## config.mk

```make
export PLATFORM = sky130hd
export DESIGN_NAME = tx_enable_timing_sequencer
export DESIGN_NICKNAME = d
export VERILOG_FILES = /design/src/pkg/tx_seq_pkg.sv /design/src/delay_timer.sv /design/src/pin_sync.sv /design/src/tx_enable_timing_sequencer.sv
export VERILOG_INCLUDE_DIRS = /design/src /design/src/pkg
export SDC_FILE = /design/constraint.sdc
export NUM_CORES = 1
export LEC_CHECK = 0
export ABC_AREA = 1
export BUFFER_PORTS_ARGS = -buffer_cell sky130_fd_sc_hd__buf_4
export CAP_MARGIN = 20
export CORE_MARGIN = 1.5
export CORE_UTILIZATION = 61
export CTS_CLUSTER_SIZE = 40
export DETAILED_ROUTE_END_ITERATION = 8
export GPL_ROUTABILITY_DRIVEN = 1
export PLACE_DENSITY = 0.78
export SETUP_SLACK_MARGIN = 0.05
export SLEW_MARGIN = 5
export SYNTH_ARGS = -nofsm -noshare
export SYNTH_HDL_FRONTEND = slang
export SYNTH_SLANG_ARGS = --single-unit
export TNS_END_PERCENT = 5
```

## constraint.sdc

```tcl
create_clock -name core_clk -period 6 [get_ports core_clk]
set_input_delay 0.9 -clock core_clk [delete_from_list [all_inputs] [get_ports core_clk]]
set_output_delay 0.9 -clock core_clk [all_outputs]
set_load 0.02 [all_outputs]
```

## src/pkg/tx_seq_cfg.svh

```systemverilog
/*
 * Constants of the transmit enable timing sequencer: register offsets,
 * field positions, reset values and analog timing counts.
 * Assumes a 100 MHz core clock and a 32-bit classic Wishbone slave port.
 */
`ifndef TX_SEQ_CFG_SVH
`define TX_SEQ_CFG_SVH

`define CLK_MHZ 100
`define SETUP_NORETUNE_US 8
`define SETUP_RETUNE_US 758
`define TUNE_US 750
`define SETUP_NORETUNE_CYC (`SETUP_NORETUNE_US * `CLK_MHZ)
`define SETUP_RETUNE_CYC (`SETUP_RETUNE_US * `CLK_MHZ)

`define OFS_CTRL 8'h00
`define OFS_RISE_ANT 8'h04
`define OFS_RISE_PWR 8'h08
`define OFS_GUARD 8'h0C
`define OFS_HOLD 8'h10
`define OFS_FALL_OFF 8'h14
`define OFS_STATUS 8'h18

`define CTRL_RETUNE_BIT 0
`define CTRL_ANT_OWN_BIT 1
`define CTRL_RESET 32'h0000_0002
`define DELAY_RESET 32'h0000_0000

`define ST_ENABLE_BIT 0
`define ST_IFACE_BIT 1
`define ST_PWR_BIT 2
`define ST_READY_BIT 3
`define ST_ANT_BIT 4
`define ST_STATE_LSB 8

`endif

```

## src/pkg/tx_seq_pkg.sv

```systemverilog
/*
 * Types of the transmit enable timing sequencer.
 * Assumes nothing beyond the cfg header for constants.
 */
package tx_seq_pkg;
    typedef enum logic [2:0] {
        seq_idle,
        seq_rising,
        seq_on,
        seq_falling
    } seq_state_t;
endpackage

```

## src/delay_timer.sv

```systemverilog
/*
 * Single delay counter: loaded on start, pulses done at terminal count.
 * Assumes start is a one-cycle pulse on core_clk; a zero delay fires at once.
 */
`timescale 1ns/1ps
module delay_timer #(
    parameter int WIDTH = 32
) (
    input wire logic core_clk,
    input wire logic reset,
    input wire logic clk_en,
    input wire logic start,
    input wire logic abort,
    input wire logic [WIDTH-1:0] delay,
    output logic done
);
    logic [WIDTH-1:0] count;
    logic running;

    // Zero delay fires combinationally with start so 0 really is 0 cycles
    // An abort in the terminal cycle wins, so a cancelled count never acts
    assign done = clk_en && ((start && delay == '0) ||
                             (running && !start && !abort && count == '0));

    always_ff @(posedge core_clk) begin
        if (reset) begin
            running <= 1'b0;
            count <= '0;
        end else if (clk_en) begin
            if (abort) begin
                running <= 1'b0;
            end else if (start) begin
                running <= (delay != '0);
                count <= delay - 1'b1;
            end else if (running) begin
                if (count == '0) begin
                    running <= 1'b0;
                end else begin
                    count <= count - 1'b1;
                end
            end
        end
    end
endmodule

```

## src/pin_sync.sv

```systemverilog
/*
 * Two-flop synchroniser with rising and falling edge pulses taken after it.
 * Assumes the pin is asynchronous to core_clk.
 */
`timescale 1ns/1ps
module pin_sync (
    input wire logic core_clk,
    input wire logic reset,
    input wire logic clk_en,
    input wire logic pin,
    output logic level,
    output logic rise,
    output logic fall
);
    logic meta;
    logic sync;
    logic prev;

    always_ff @(posedge core_clk) begin
        if (reset) begin
            meta <= 1'b0;
            sync <= 1'b0;
            prev <= 1'b0;
        end else if (clk_en) begin
            meta <= pin;
            sync <= meta;
            prev <= sync;
        end
    end

    assign level = sync;
    assign rise = clk_en && sync && !prev;
    assign fall = clk_en && !sync && prev;
endmodule

```

## src/tx_enable_timing_sequencer.sv

```systemverilog
/*
 * Transmit enable timing sequencer: from the transmit-enable pin and the
 * programmed delays it drives interface enable, analog power and antenna.
 * Assumes a 100 MHz core_clk, synchronous active-high reset, and a classic
 * Wishbone master; the enable pin is asynchronous.
 */
// Design decisions made here: the Wishbone register port and the register addresses.
`timescale 1ns/1ps
`include "tx_seq_cfg.svh"
module tx_enable_timing_sequencer
    import tx_seq_pkg::*;
#(
    parameter int DW = 32,
    parameter int SETUP_NORETUNE = `SETUP_NORETUNE_CYC,
    parameter int SETUP_RETUNE = `SETUP_RETUNE_CYC
) (
    input wire logic core_clk,
    input wire logic reset,
    input wire logic clk_en,
    input wire logic tx_enable_pin,
    input wire logic wb_cyc_i,
    input wire logic wb_stb_i,
    input wire logic wb_we_i,
    input wire logic [7:0] wb_adr_i,
    input wire logic [3:0] wb_sel_i,
    input wire logic [31:0] wb_dat_i,
    output logic [31:0] wb_dat_o,
    output logic wb_ack_o,
    output logic tx_iface_en,
    output logic analog_power_en,
    output logic analog_ready,
    output logic antenna_tx_sel
);
    logic [31:0] ctrl;
    logic [DW-1:0] rise_to_antenna_delay;
    logic [DW-1:0] rise_to_power_delay;
    logic [DW-1:0] leading_guard_time;
    logic [DW-1:0] fall_to_shutdown_delay;
    logic en_level;
    logic en_rise;
    logic en_fall;
    logic ant_done;
    logic pwr_done;
    logic off_done;
    logic setup_done;
    logic setup_start;
    logic [DW-1:0] setup_cycles;
    seq_state_t state;
    logic ant_owned;
    logic bus_req;
    logic [31:0] next_rdata;

    assign ant_owned = ctrl[`CTRL_ANT_OWN_BIT];
    assign bus_req = wb_cyc_i && wb_stb_i && !wb_ack_o;

    // Byte-lane merge for write data
    function automatic logic [31:0] merge(input logic [31:0] old, input logic [31:0] nw,
                                          input logic [3:0] sel);
        logic [31:0] r;
        r = old;
        for (int i = 0; i < 4; i++) begin
            if (sel[i]) begin
                r[i*8 +: 8] = nw[i*8 +: 8];
            end
        end
        return r;
    endfunction

    pin_sync u_sync (
        .core_clk(core_clk),
        .reset(reset),
        .clk_en(clk_en),
        .pin(tx_enable_pin),
        .level(en_level),
        .rise(en_rise),
        .fall(en_fall)
    );

    delay_timer #(.WIDTH(DW)) u_ant (
        .core_clk(core_clk),
        .reset(reset),
        .clk_en(clk_en),
        .start(en_rise),
        .abort(en_fall),
        .delay(rise_to_antenna_delay),
        .done(ant_done)
    );

    delay_timer #(.WIDTH(DW)) u_pwr (
        .core_clk(core_clk),
        .reset(reset),
        .clk_en(clk_en),
        .start(en_rise),
        .abort(en_fall),
        .delay(rise_to_power_delay),
        .done(pwr_done)
    );

    delay_timer #(.WIDTH(DW)) u_off (
        .core_clk(core_clk),
        .reset(reset),
        .clk_en(clk_en),
        .start(en_fall),
        .abort(en_rise),
        .delay(fall_to_shutdown_delay),
        .done(off_done)
    );

    // Setup time depends on whether a synthesizer retune is needed
    assign setup_cycles = ctrl[`CTRL_RETUNE_BIT] ? DW'(SETUP_RETUNE) : DW'(SETUP_NORETUNE);
    assign setup_start = pwr_done;

    delay_timer #(.WIDTH(DW)) u_setup (
        .core_clk(core_clk),
        .reset(reset),
        .clk_en(clk_en),
        .start(setup_start),
        .abort(off_done),
        .delay(setup_cycles),
        .done(setup_done)
    );

    // Sequencer state for status visibility
    always_ff @(posedge core_clk) begin
        if (reset) begin
            state <= seq_idle;
        end else if (clk_en) begin
            unique case (state)
                seq_idle: begin
                    if (en_rise) begin
                        state <= seq_rising;
                    end
                end
                seq_rising: begin
                    if (en_fall) begin
                        state <= seq_falling;
                    end else if ((antenna_tx_sel || !ant_owned) && analog_ready) begin
                        state <= seq_on;
                    end
                end
                seq_on: begin
                    if (en_fall) begin
                        state <= seq_falling;
                    end
                end
                seq_falling: begin
                    if (en_rise) begin
                        state <= seq_rising;
                    end else if (off_done) begin
                        state <= seq_idle;
                    end
                end
                default: state <= seq_idle;
            endcase
        end
    end

    // Hold time is forced to zero: interface follows the enable edges directly
    always_ff @(posedge core_clk) begin
        if (reset) begin
            tx_iface_en <= 1'b0;
        end else if (clk_en) begin
            if (en_rise) begin
                tx_iface_en <= 1'b1;
            end else if (en_fall) begin
                tx_iface_en <= 1'b0;
            end
        end
    end

    // Power drops one edge after the off event, so interface and antenna are
    // already away from transmit even when both delays are zero
    logic pwr_drop_pending;
    always_ff @(posedge core_clk) begin
        if (reset) begin
            pwr_drop_pending <= 1'b0;
        end else if (clk_en) begin
            pwr_drop_pending <= off_done && !en_level;
        end
    end

    always_ff @(posedge core_clk) begin
        if (reset) begin
            analog_power_en <= 1'b0;
        end else if (clk_en) begin
            if (pwr_done) begin
                analog_power_en <= 1'b1;
            end else if (pwr_drop_pending && !en_level) begin
                analog_power_en <= 1'b0;
            end
        end
    end

    always_ff @(posedge core_clk) begin
        if (reset) begin
            analog_ready <= 1'b0;
        end else if (clk_en) begin
            if (setup_done) begin
                analog_ready <= 1'b1;
            end else if (off_done || en_fall) begin
                analog_ready <= 1'b0;
            end
        end
    end

    // Antenna returns on the same off event but one edge before power drops:
    // power is low only after antenna already reads low
    logic ant_drop_pending;
    always_ff @(posedge core_clk) begin
        if (reset) begin
            antenna_tx_sel <= 1'b0;
        end else if (clk_en) begin
            if (ant_done && ant_owned) begin
                antenna_tx_sel <= 1'b1;
            end else if (ant_drop_pending || !ant_owned) begin
                antenna_tx_sel <= 1'b0;
            end
        end
    end
    // Antenna must leave on the off event, one edge ahead of the power drop
    assign ant_drop_pending = off_done && !en_level;

    // Wishbone registers
    always_ff @(posedge core_clk) begin
        if (reset) begin
            ctrl <= `CTRL_RESET;
            rise_to_antenna_delay <= DW'(`DELAY_RESET);
            rise_to_power_delay <= DW'(`DELAY_RESET);
            leading_guard_time <= DW'(`DELAY_RESET);
            fall_to_shutdown_delay <= DW'(`DELAY_RESET);
        end else if (clk_en && bus_req && wb_we_i) begin
            unique case (wb_adr_i)
                `OFS_CTRL: ctrl <= merge(ctrl, wb_dat_i, wb_sel_i);
                `OFS_RISE_ANT: rise_to_antenna_delay <=
                    DW'(merge(32'(rise_to_antenna_delay), wb_dat_i, wb_sel_i));
                `OFS_RISE_PWR: rise_to_power_delay <=
                    DW'(merge(32'(rise_to_power_delay), wb_dat_i, wb_sel_i));
                `OFS_GUARD: leading_guard_time <=
                    DW'(merge(32'(leading_guard_time), wb_dat_i, wb_sel_i));
                `OFS_FALL_OFF: fall_to_shutdown_delay <=
                    DW'(merge(32'(fall_to_shutdown_delay), wb_dat_i, wb_sel_i));
                default: ;
            endcase
        end
    end

    always_comb begin
        next_rdata = 32'h0000_0000;
        unique case (wb_adr_i)
            `OFS_CTRL: next_rdata = ctrl;
            `OFS_RISE_ANT: next_rdata = 32'(rise_to_antenna_delay);
            `OFS_RISE_PWR: next_rdata = 32'(rise_to_power_delay);
            `OFS_GUARD: next_rdata = 32'(leading_guard_time);
            `OFS_HOLD: next_rdata = 32'h0000_0000;
            `OFS_FALL_OFF: next_rdata = 32'(fall_to_shutdown_delay);
            `OFS_STATUS: begin
                next_rdata[`ST_ENABLE_BIT] = en_level;
                next_rdata[`ST_IFACE_BIT] = tx_iface_en;
                next_rdata[`ST_PWR_BIT] = analog_power_en;
                next_rdata[`ST_READY_BIT] = analog_ready;
                next_rdata[`ST_ANT_BIT] = antenna_tx_sel;
                next_rdata[`ST_STATE_LSB +: 3] = state;
            end
            default: next_rdata = 32'h0000_0000;
        endcase
    end

    always_ff @(posedge core_clk) begin
        if (reset) begin
            wb_ack_o <= 1'b0;
            wb_dat_o <= 32'h0000_0000;
        end else if (clk_en) begin
            wb_ack_o <= bus_req;
            if (bus_req) begin
                wb_dat_o <= next_rdata;
            end
        end
    end

    a_iface_follows_fall: assert property (@(posedge core_clk) disable iff (reset)
        clk_en && en_fall |=> !tx_iface_en)
        else $error("interface still on after enable fall");
    a_iface_on_rise: assert property (@(posedge core_clk) disable iff (reset)
        clk_en && en_rise && !en_fall |=> tx_iface_en)
        else $error("interface not on after enable rise");
    a_power_after_delay: assert property (@(posedge core_clk) disable iff (reset)
        clk_en && pwr_done |=> analog_power_en)
        else $error("power not raised at rise-to-power count");
    a_antenna_on_delay: assert property (@(posedge core_clk) disable iff (reset)
        clk_en && ant_done && ant_owned |=> antenna_tx_sel)
        else $error("antenna not switched at count");
    a_antenna_before_pwr: assert property (@(posedge core_clk) disable iff (reset)
        $fell(analog_power_en) |-> !antenna_tx_sel && !$past(antenna_tx_sel))
        else $error("power dropped while antenna on transmit");
    a_iface_before_pwr: assert property (@(posedge core_clk) disable iff (reset)
        $fell(analog_power_en) |-> !tx_iface_en && !$past(tx_iface_en))
        else $error("power dropped before interface off");
    a_power_down_fall: assert property (@(posedge core_clk) disable iff (reset)
        clk_en && off_done && !en_level |=> !antenna_tx_sel ##1 !analog_power_en)
        else $error("shutdown not done at fall count");
    a_setup_ready: assert property (@(posedge core_clk) disable iff (reset)
        clk_en && setup_done |=> analog_ready)
        else $error("ready not flagged after setup");
    a_zero_delay_ant: assert property (@(posedge core_clk) disable iff (reset)
        clk_en && en_rise && rise_to_antenna_delay == '0 && ant_owned |=> antenna_tx_sel)
        else $error("zero antenna delay not immediate");

    c_burst_on: cover property (@(posedge core_clk) disable iff (reset)
        state == seq_rising ##1 state == seq_on);
    c_burst_end: cover property (@(posedge core_clk) disable iff (reset)
        state == seq_falling ##1 state == seq_idle);
    c_abort_rise: cover property (@(posedge core_clk) disable iff (reset)
        state == seq_rising && en_fall);
endmodule
```

==> results_dict.tcl, run 1 <==
set metrics [dict create \
    status "complete, no violations" \
    worst_setup_hold_path_clk_slew_ns 0.06 \
    final_hold_slack_ns 0.453 \
    fin_skew_ns 0.0401 \
    grt_antenna_before_repair 3 \
    crit_path_max_fanout 49 \
    vias_per_cell 5.83 \
    worstHoldEndpoint "leading_guard_time[3]" \
    avgRoutedWirePerCell_um 18.0 \
    max_freq_ghz 0.272 \
    synth_fp_nets 3075 \
    end_kind "flip-flop" \
    worst-endpoint-required_ns 6.41 \
    final_layout_size_suffix_gt1_share_pct 7.34 \
    synth.avg_cell_area_um2 6.27 \
    fillers 2778 \
    grt_setup_unrepaired "false" \
    rows 64 \
    cts_buffer_depth 3 \
    synth_area_mm2 0.0189 \
    vias 20100 \
    initial_utilization_pct 61.8 \
    rd_place_congestion 0.994 \
    launching_element_type_of_the_critical_path "input port" \
    synth_sequential_area_ratio_pct 35.5 \
    hold_viol_final 0 \
    insertion_delay_ns 0.57 \
    core_area_mm2 0.0306 \
    clock_tree.htree_level_count 2 \
    primary_ff_master_synth "dfxtp_1" \
    pin_count 88 \
    fp.dieW_um 179 \
    setup_viol 0 \
    area_delta_synth_final_pct 10.2 \
    hold_path.class "reg -> reg" \
    delay_contributed_by_the_slowest_stage_of_the_critical_path_ns 0.51 \
    grt_overflow 0 \
    total_number_of_nets_in_the_final_design 3083 \
    numPortBuffers 87 \
    worstPathCellList "buf_4 > inv_2 > nor2_1 > nand3_2 > inv_2 > buf_4 > nand2_1 > inv_2 > nand2_1 > nor2_2 > inv_2 > o21ai_0 > a21oi_1" \
    grt_max_degree 113 \
    dieArea_mm2 0.0321 \
    synth.ff_latch_count 335 \
    synth_enable_flop_cells 0 \
    critical_path_slowest_stage_cell "nand3_2" \
    post-dp-hpwl_um 44600 \
    timing.rr.end "u_setup.count[8]" \
    relSlewSlack_pct 27.1 \
    cts_tree "done" \
    die_h_um 179 \
    synth.top_cell.area_share_pct 35.5 \
    number_of_buffers_inserted_to_repair_setup_after_cts 0 \
    timing.max_cap.violations 0 \
    vdd_drop_max_uv 224 \
    sum_of_negative_setup_slack_ns 0 \
    synth.yosys.warnings 0 \
    seq_area_mm2 0.00671 \
    min_delay_path_depth 2 \
    clk_root_buffer_cell "clkbuf_16" \
    power-per-cell-area_mw_per_mm2 309 \
    ant_nets 0 \
    number_of_global_route_vias_before_repair 17800 \
    initialDrtViolationCount 2236 \
    total_leakage_power_uw 0.00956 \
    worst_ep_arrival_time_ns 4.08 \
    multi_input_comb_area_mm2 0.0100 \
    critPathMostFrequentCell "inv_2" \
    worst_tran_pin_value_ns 1.09 \
    remaining_drc_errors 0 \
    worstHoldStart "leading_guard_time[3]" \
    antenna_cells 0 \
    clock_sinks 335 \
    critical_path.reg2reg.startpoint "fall_to_shutdown_delay[8]" \
    async_reset_ff_share_pct 0 \
    ff2ff_setup_slack_ns 2.65 \
    report.final.slew_viol_count 0 \
    total_clock_buffers_created_by_cts 38 \
    fin_crit_sh_pct 61.2 \
    post_synth_main_area_contributors "dfxtp_1 (35%), nand2_1 (12%), nor2_1 (8.6%)" \
    grt_pass1_wl_um 95100 \
    ff2ff_path_depth 12 \
    layout_min_cycle_time_ns 3.67 \
    cts_hold_repair.buffers 0 \
    gr-usage-all-layers_pct 37.9 \
    worst-setup-path-type "in -> reg" \
    netlist_instances 3015 \
    biggest_area_consumer_among_synthesized_cells "dfxtp_1" \
    post_cts_resize_count 0 \
    yosys.cell_types.count 40 \
    dr.pass1.iters 6 \
    drt_wl_total_um 62100 \
]
## power breakdown
group / switching, uW / internal [uW] / total, uW
sequential: 59.0 / 2300 / 2350
clock: 1020 / 1310 / 2340
combinational: 1180 / 574 / 1750
total: 2260 / 4180 / 6440
## metal layers
layer	up-vias	share of wire, %	global-route usage [%]
li1	9788	-	-
met1	9112	42	51.0
met2	1026	44	60.3
met3	170	9.7	6.34
met4	0	4.0	15.4
met5	-	0	0
## registers in the layout (all words and copies together) (netlist names), 2 cells and up
name	flops
state	2
u_ant.count	32
u_pwr.count	32
u_off.count	32
wb_dat_o	32
leading_guard_time	32
rise_to_power_delay	32
rise_to_antenna_delay	32
ctrl	32
fall_to_shutdown_delay	32
u_setup.count	32
## area by class of cell
cell class,count,area share (%)
Inverter,417,7.53
Clock inverter,15,0.768
Clock buffer,52,5.30
Multi-Input combinational cell,2129,48.0
Tap cell,396,2.38
Timing Repair Buffer,102,3.83
Sequential cell,335,32.2
## logic make-up (layout without fill, tap and decap cells)
group           count (synthesis)  count (layout)  share of synthesized area, %
buf+inv                       551             586                          11.6
flops                         335             335                          35.5
fa+ha+maj                       9               9                         0.595
compound gates                781             781                          21.7
simple gates                 1290            1290                          28.3
xor+xnor                       49              49                          2.27
## synth_stat cells (4+ instances only)
cell type	n
clkbuf_1	93
o21ai_2	13
inv_1	401
o21ai_0	317
nand4_1	51
buf_6	12
o21ai_1	42
a21oi_1	315
nand3b_1	7
a221oi_1	4
nor2_4	6
buf_2	21
and2_1	4
nor2_2	15
ha_1	9
a211oi_1	7
xnor2_1	5
o21a_1	4
o22ai_1	55
o21bai_1	4
buf_4	5
nor2_1	433
a31oi_1	17
nor3_1	17
dfxtp_1	335
nand2_1	599
inv_2	14
or2_2	4
xor2_1	44
nand3_1	140
nor4_1	7
## critical path: cells and delay by family
| kind | cells | cell delay (ns) |
|---|---|---|
| and+or+nand+nor | 5 | 1.35 |
| AOI/OAI and AO/OA | 2 | 0.25 |
| buffers and inverters | 6 | 1.50 |
## worst max path at each step
stage                        end   start  depth (start not counted)  slack [ns]
2_1_floorplan    u_pwr.count[20]  clk_en                         13        3.52
3_3_place_gp   u_setup.count[13]  clk_en                         12        1.96
3_5_place_dp   u_setup.count[13]  clk_en                         12        1.85
4_1_cts        u_setup.count[13]  clk_en                         12        2.40
5_1_grt         u_setup.count[8]  clk_en                         12        2.07
6_report                 ctrl[0]  clk_en                         13        2.33
## layout by cell type (no fill, tap or decap), drive strengths merged
cell,count
a21oi,315
ha,9
nand3b,7
o21bai,4
or2,4
nand2,602
a31oi,17
a221oi,4
inv,417
and2,4
nand4,51
o21a,4
nor4,7
o22ai,55
nor3,17
clkinv,11
xor2,44
a2111oi,1
o31ai,1
and3,1
buf,102
clkinvlp,4
clkbuf,52
nor2,454
nand3,143
dfxtp,335
xnor2,5
a211oi,7
o21ai,372
o211ai,1
## through the flow
step | cells | worst slack (ns) | area, um^2 | util (%) | total power (uW)
5_1_grt | 3446 | 2.07 | 20800 | 68.1 | 6760
2_1_floorplan | 3015 | 3.52 | 18900 | - | 3680
4_1_cts | 3445 | 2.40 | 20800 | 68.0 | 6410
3_5_place_dp | 3378 | 1.85 | 19600 | 63.9 | 4100
6_report | 3446 | 2.33 | 20800 | 68.1 | 6440
3_3_place_gp | 3378 | 1.96 | 19600 | 63.9 | 4090
(Power assumes the default switching activity.)
==> inputs of run 2 (changes only) <==
ABC_AREA = 0   (was 1)
CORE_UTILIZATION = 56   (was 61)
PLACE_DENSITY = 0.76   (was 0.78)
clock period = 3 ns   (was 6 ns; I/O delays follow)
==> results_dict.tcl, run 2 <==
set metrics [dict create \
    insertion_delay_ns 0.56 \
    synth_area_mm2 0.0189 \
    synth_common_cells "dfxtp_1 (335), nand2_1 (264), a21oi_1 (234)" \
    total_leakage_power_uw 0.00817 \
    synth.yosys.warnings 0 \
    power_report.internal_total_uw 8770 \
    ant_nets 0 \
    grt_setup_unrepaired "true" \
    seqPwrFrac_pct 36.7 \
    layout_min_cycle_time_ns 2.90 \
    sum_of_negative_setup_slack_ns 0 \
    worstPathCellList "or4_4 > or4_4 > or4_4 > and3_4 > or4_1 > a21oi_1" \
    ff2ff_path_depth 6 \
    delay_contributed_by_the_slowest_stage_of_the_critical_path_ns 0.58 \
    clock_tree.htree_level_count 2 \
    setup_viol 0 \
    dr.pass1.iters 7 \
    vias 20300 \
    worst_setup_path_endpoint "u_setup.count[5]" \
    p_total_uw 13000 \
    fin_crit_sh_pct 96.7 \
    critical_path.reg2reg.startpoint "u_pwr.count[12]" \
    clk_root_buffer_cell "clkbuf_16" \
    worst_ep_arrival_time_ns 3.37 \
    launching_element_type_of_the_critical_path "flip-flop" \
    die_h_um 187 \
    post-synth-top-count-cell "dfxtp_1" \
    core_area_mm2 0.0334 \
    fin_skew_ns 0.0219 \
    cts_buffer_depth 3 \
    synth_sequential_area_ratio_pct 35.5 \
    grt_antenna_before_repair 0 \
    yosys.cell_types.count 78 \
    synth.top_cell.area_share_pct 35.5 \
    worst-setup-path-type "reg -> reg" \
    clock_sinks 335 \
    post_synth_main_area_contributors "dfxtp_1 (35%), a21oi_1 (6.2%), nand2_1 (5.2%)" \
    synth_top_family_by_area "simple AND/OR/NAND/NOR gates" \
    grt_overflow 0 \
    end_kind "flip-flop" \
    mostFrequentLayoutCell "dfxtp_1" \
    netlist_instances 2388 \
    synth-simple-area-share_pct 25.3 \
    crit_path_max_fanout 10 \
    grt_max_degree 198 \
    hold_path.class "in -> reg" \
    worst_tran_pin_value_ns 0.960 \
    report.final.slew_viol_count 0 \
    place.detailed.instances 2935 \
    remaining_drc_errors 0 \
    vias_per_cell 6.77 \
    total_number_of_nets_in_the_final_design 2589 \
    layout_common_cells "dfxtp_1 (333), buf_4 (266), nand2_1 (264), a21oi_1 (230), nor2_1 (205)" \
    dieArea_mm2 0.0349 \
    gr-usage-all-layers_pct 36.0 \
    grt_pass1_wl_um 102000 \
    post-dp-hpwl_um 45500 \
    antenna_cells 0 \
    synth.ff_latch_count 335 \
    final_hold_slack_ns 0.135 \
    relSlewSlack_pct 36.0 \
    timing.max_cap.violations 0 \
    synth_enable_flop_cells 0 \
    number_of_buffers_inserted_to_repair_setup_after_cts 0 \
    timing.rr.end "u_setup.count[5]" \
    synthXorXnorAreaFrac_pct 1.62 \
    cts_hold_repair.buffers 0 \
    area_delta_synth_final_pct 18.7 \
    async_reset_ff_share_pct 0 \
    critical_path_slowest_stage_cell "or4_4" \
    initialDrtViolationCount 2407 \
    synth.avg_cell_area_um2 7.92 \
    synth_compound_gate_area_share_pct 23.5 \
    max_freq_ghz 0.345 \
    post_synth_adder_cell_area_pct 0.595 \
    drt_wl_total_um 64700 \
    post_layout_nonfiller_instances 3005 \
    total_clock_buffers_created_by_cts 38 \
    power.switching_uw 4180 \
    avgRoutedWirePerCell_um 21.5 \
    number_of_global_route_vias_before_repair 18400 \
    vdd_drop_max_uv 497 \
    rows 67 \
    initial_utilization_pct 56.7 \
    status "complete, no violations" \
    share_clk_of_total_power_pct 35.9 \
    fp.dieW_um 187 \
    worst-endpoint-required_ns 3.47 \
    min_delay_path_depth 2 \
    final_layout_size_suffix_gt1_share_pct 17.3 \
    final_core_util_pct 67.3 \
    primary_ff_master_synth "dfxtp_1" \
    pin_count 88 \
    cts_tree "done" \
    share_comb_of_total_power_pct 27.4 \
    power-per-cell-area_mw_per_mm2 577 \
    rd_place_congestion 0.975 \
    power.switching_fraction_pct 32.3 \
    hold_viol_final 0 \
    cp-startpoint "u_pwr.count[12]" \
    fillers 2781 \
    yosys-mux-area-fraction_pct 9.26 \
    worst_setup_hold_path_clk_slew_ns 0.06 \
    synth_fp_nets 2448 \
    ff2ff_setup_slack_ns 0.1 \
    critPathMostFrequentCell "or4_4" \
    biggest_area_consumer_among_synthesized_cells "dfxtp_1" \
    numPortBuffers 87 \
]
-- run 2: cell types whose count changed after synthesis, sizes merged, moves of 81 or more --
| cell | before | now |
|---|---|---|
| nor3 | 17 | 114 |
| nand2 | 602 | 264 |
| o21ai | 372 | 110 |
| nor2 | 454 | 206 |
| a21oi | 315 | 234 |
| mux2i | 0 | 85 |
| inv | 415 | 28 |
-- run 2: layer usage --
metal | wire, um | vias up | GRT usage (%)
met3 | 6450 | 202 | 5.66
met4 | 3480 | 0 | 18.3
li1 | - | 9276 | -
met1 | 25800 | 9684 | 48.6
met5 | 0 | - | 0
met2 | 28900 | 1169 | 55.9
-- run 2: how the worst min path moves through the flow --
stage,from,end
after floorplan,leading_guard_time[0],leading_guard_time[0]
after global placement,leading_guard_time[1],leading_guard_time[1]
after detailed placement,leading_guard_time[2],leading_guard_time[2]
after CTS,reset,u_setup.running
after global routing,reset,u_setup.running
final,reset,u_setup.running
-- run 2: timing repair --
item                       CTS  global route
setup endpoints to repair   28            42
gates resized for setup      6            26
gates cloned                 2             0
pin swaps                    1             3
-- run 2: kinds of logic (layout without fill, tap and decap cells) --
family                   after synthesis  count (layout)
flip-flops                           335             335
XOR/XNOR                              35              35
AO/OA/AOI/OAI                        695             695
buffers and inverters                210             377
multiplexers                         133             133
adder cells (fa/ha/maj)                9               9
AND/OR/NAND/NOR                      971             973
-- run 2: layout make-up --
| cell class | instances | area (um^2) | share of cell area (%) |
|---|---|---|---|
| repair buffers | 279 | 2240 | 9.99 |
| clock buffers | 56 | 1130 | 5.03 |
| flip-flops and latches | 335 | 6710 | 29.9 |
| inverters | 30 | 113 | 0.502 |
| clock inverters | 12 | 109 | 0.485 |
| well taps | 448 | 561 | 2.50 |
| multi-input cells | 1845 | 11600 | 51.6 |
-- run 2: worst max-delay path, delay by kind of cell, from the launching register on --
family | cells | cell delay (ns)
AOI/OAI and AO/OA | 1 | 0.15
DFF | 1 | 0.33
and+or+nand+nor | 5 | 2.35
-- run 2: power groups by stage --
| stage | clock network (uW) | registers, uW | logic, uW |
|---|---|---|---|
| 2_1_floorplan | 0 | 4830 | 2390 |
| 5_1_grt | 4860 | 4780 | 3890 |
| 3_3_place_gp | 0 | 4840 | 3300 |
| 3_5_place_dp | 0 | 4840 | 3390 |
| 6_report | 4650 | 4760 | 3540 |
| 4_1_cts | 4680 | 4750 | 3430 |
-- run 2: per-stage QoR --
stage / worst slack [ns] / cell area [um^2]
floorplan: -0.0681 / 19100
global placement: 0.00121 / 21100
detailed placement: -0.0255 / 21100
CTS: 0.0489 / 22300
global route: 0.0135 / 22400
finish: 0.0990 / 22400
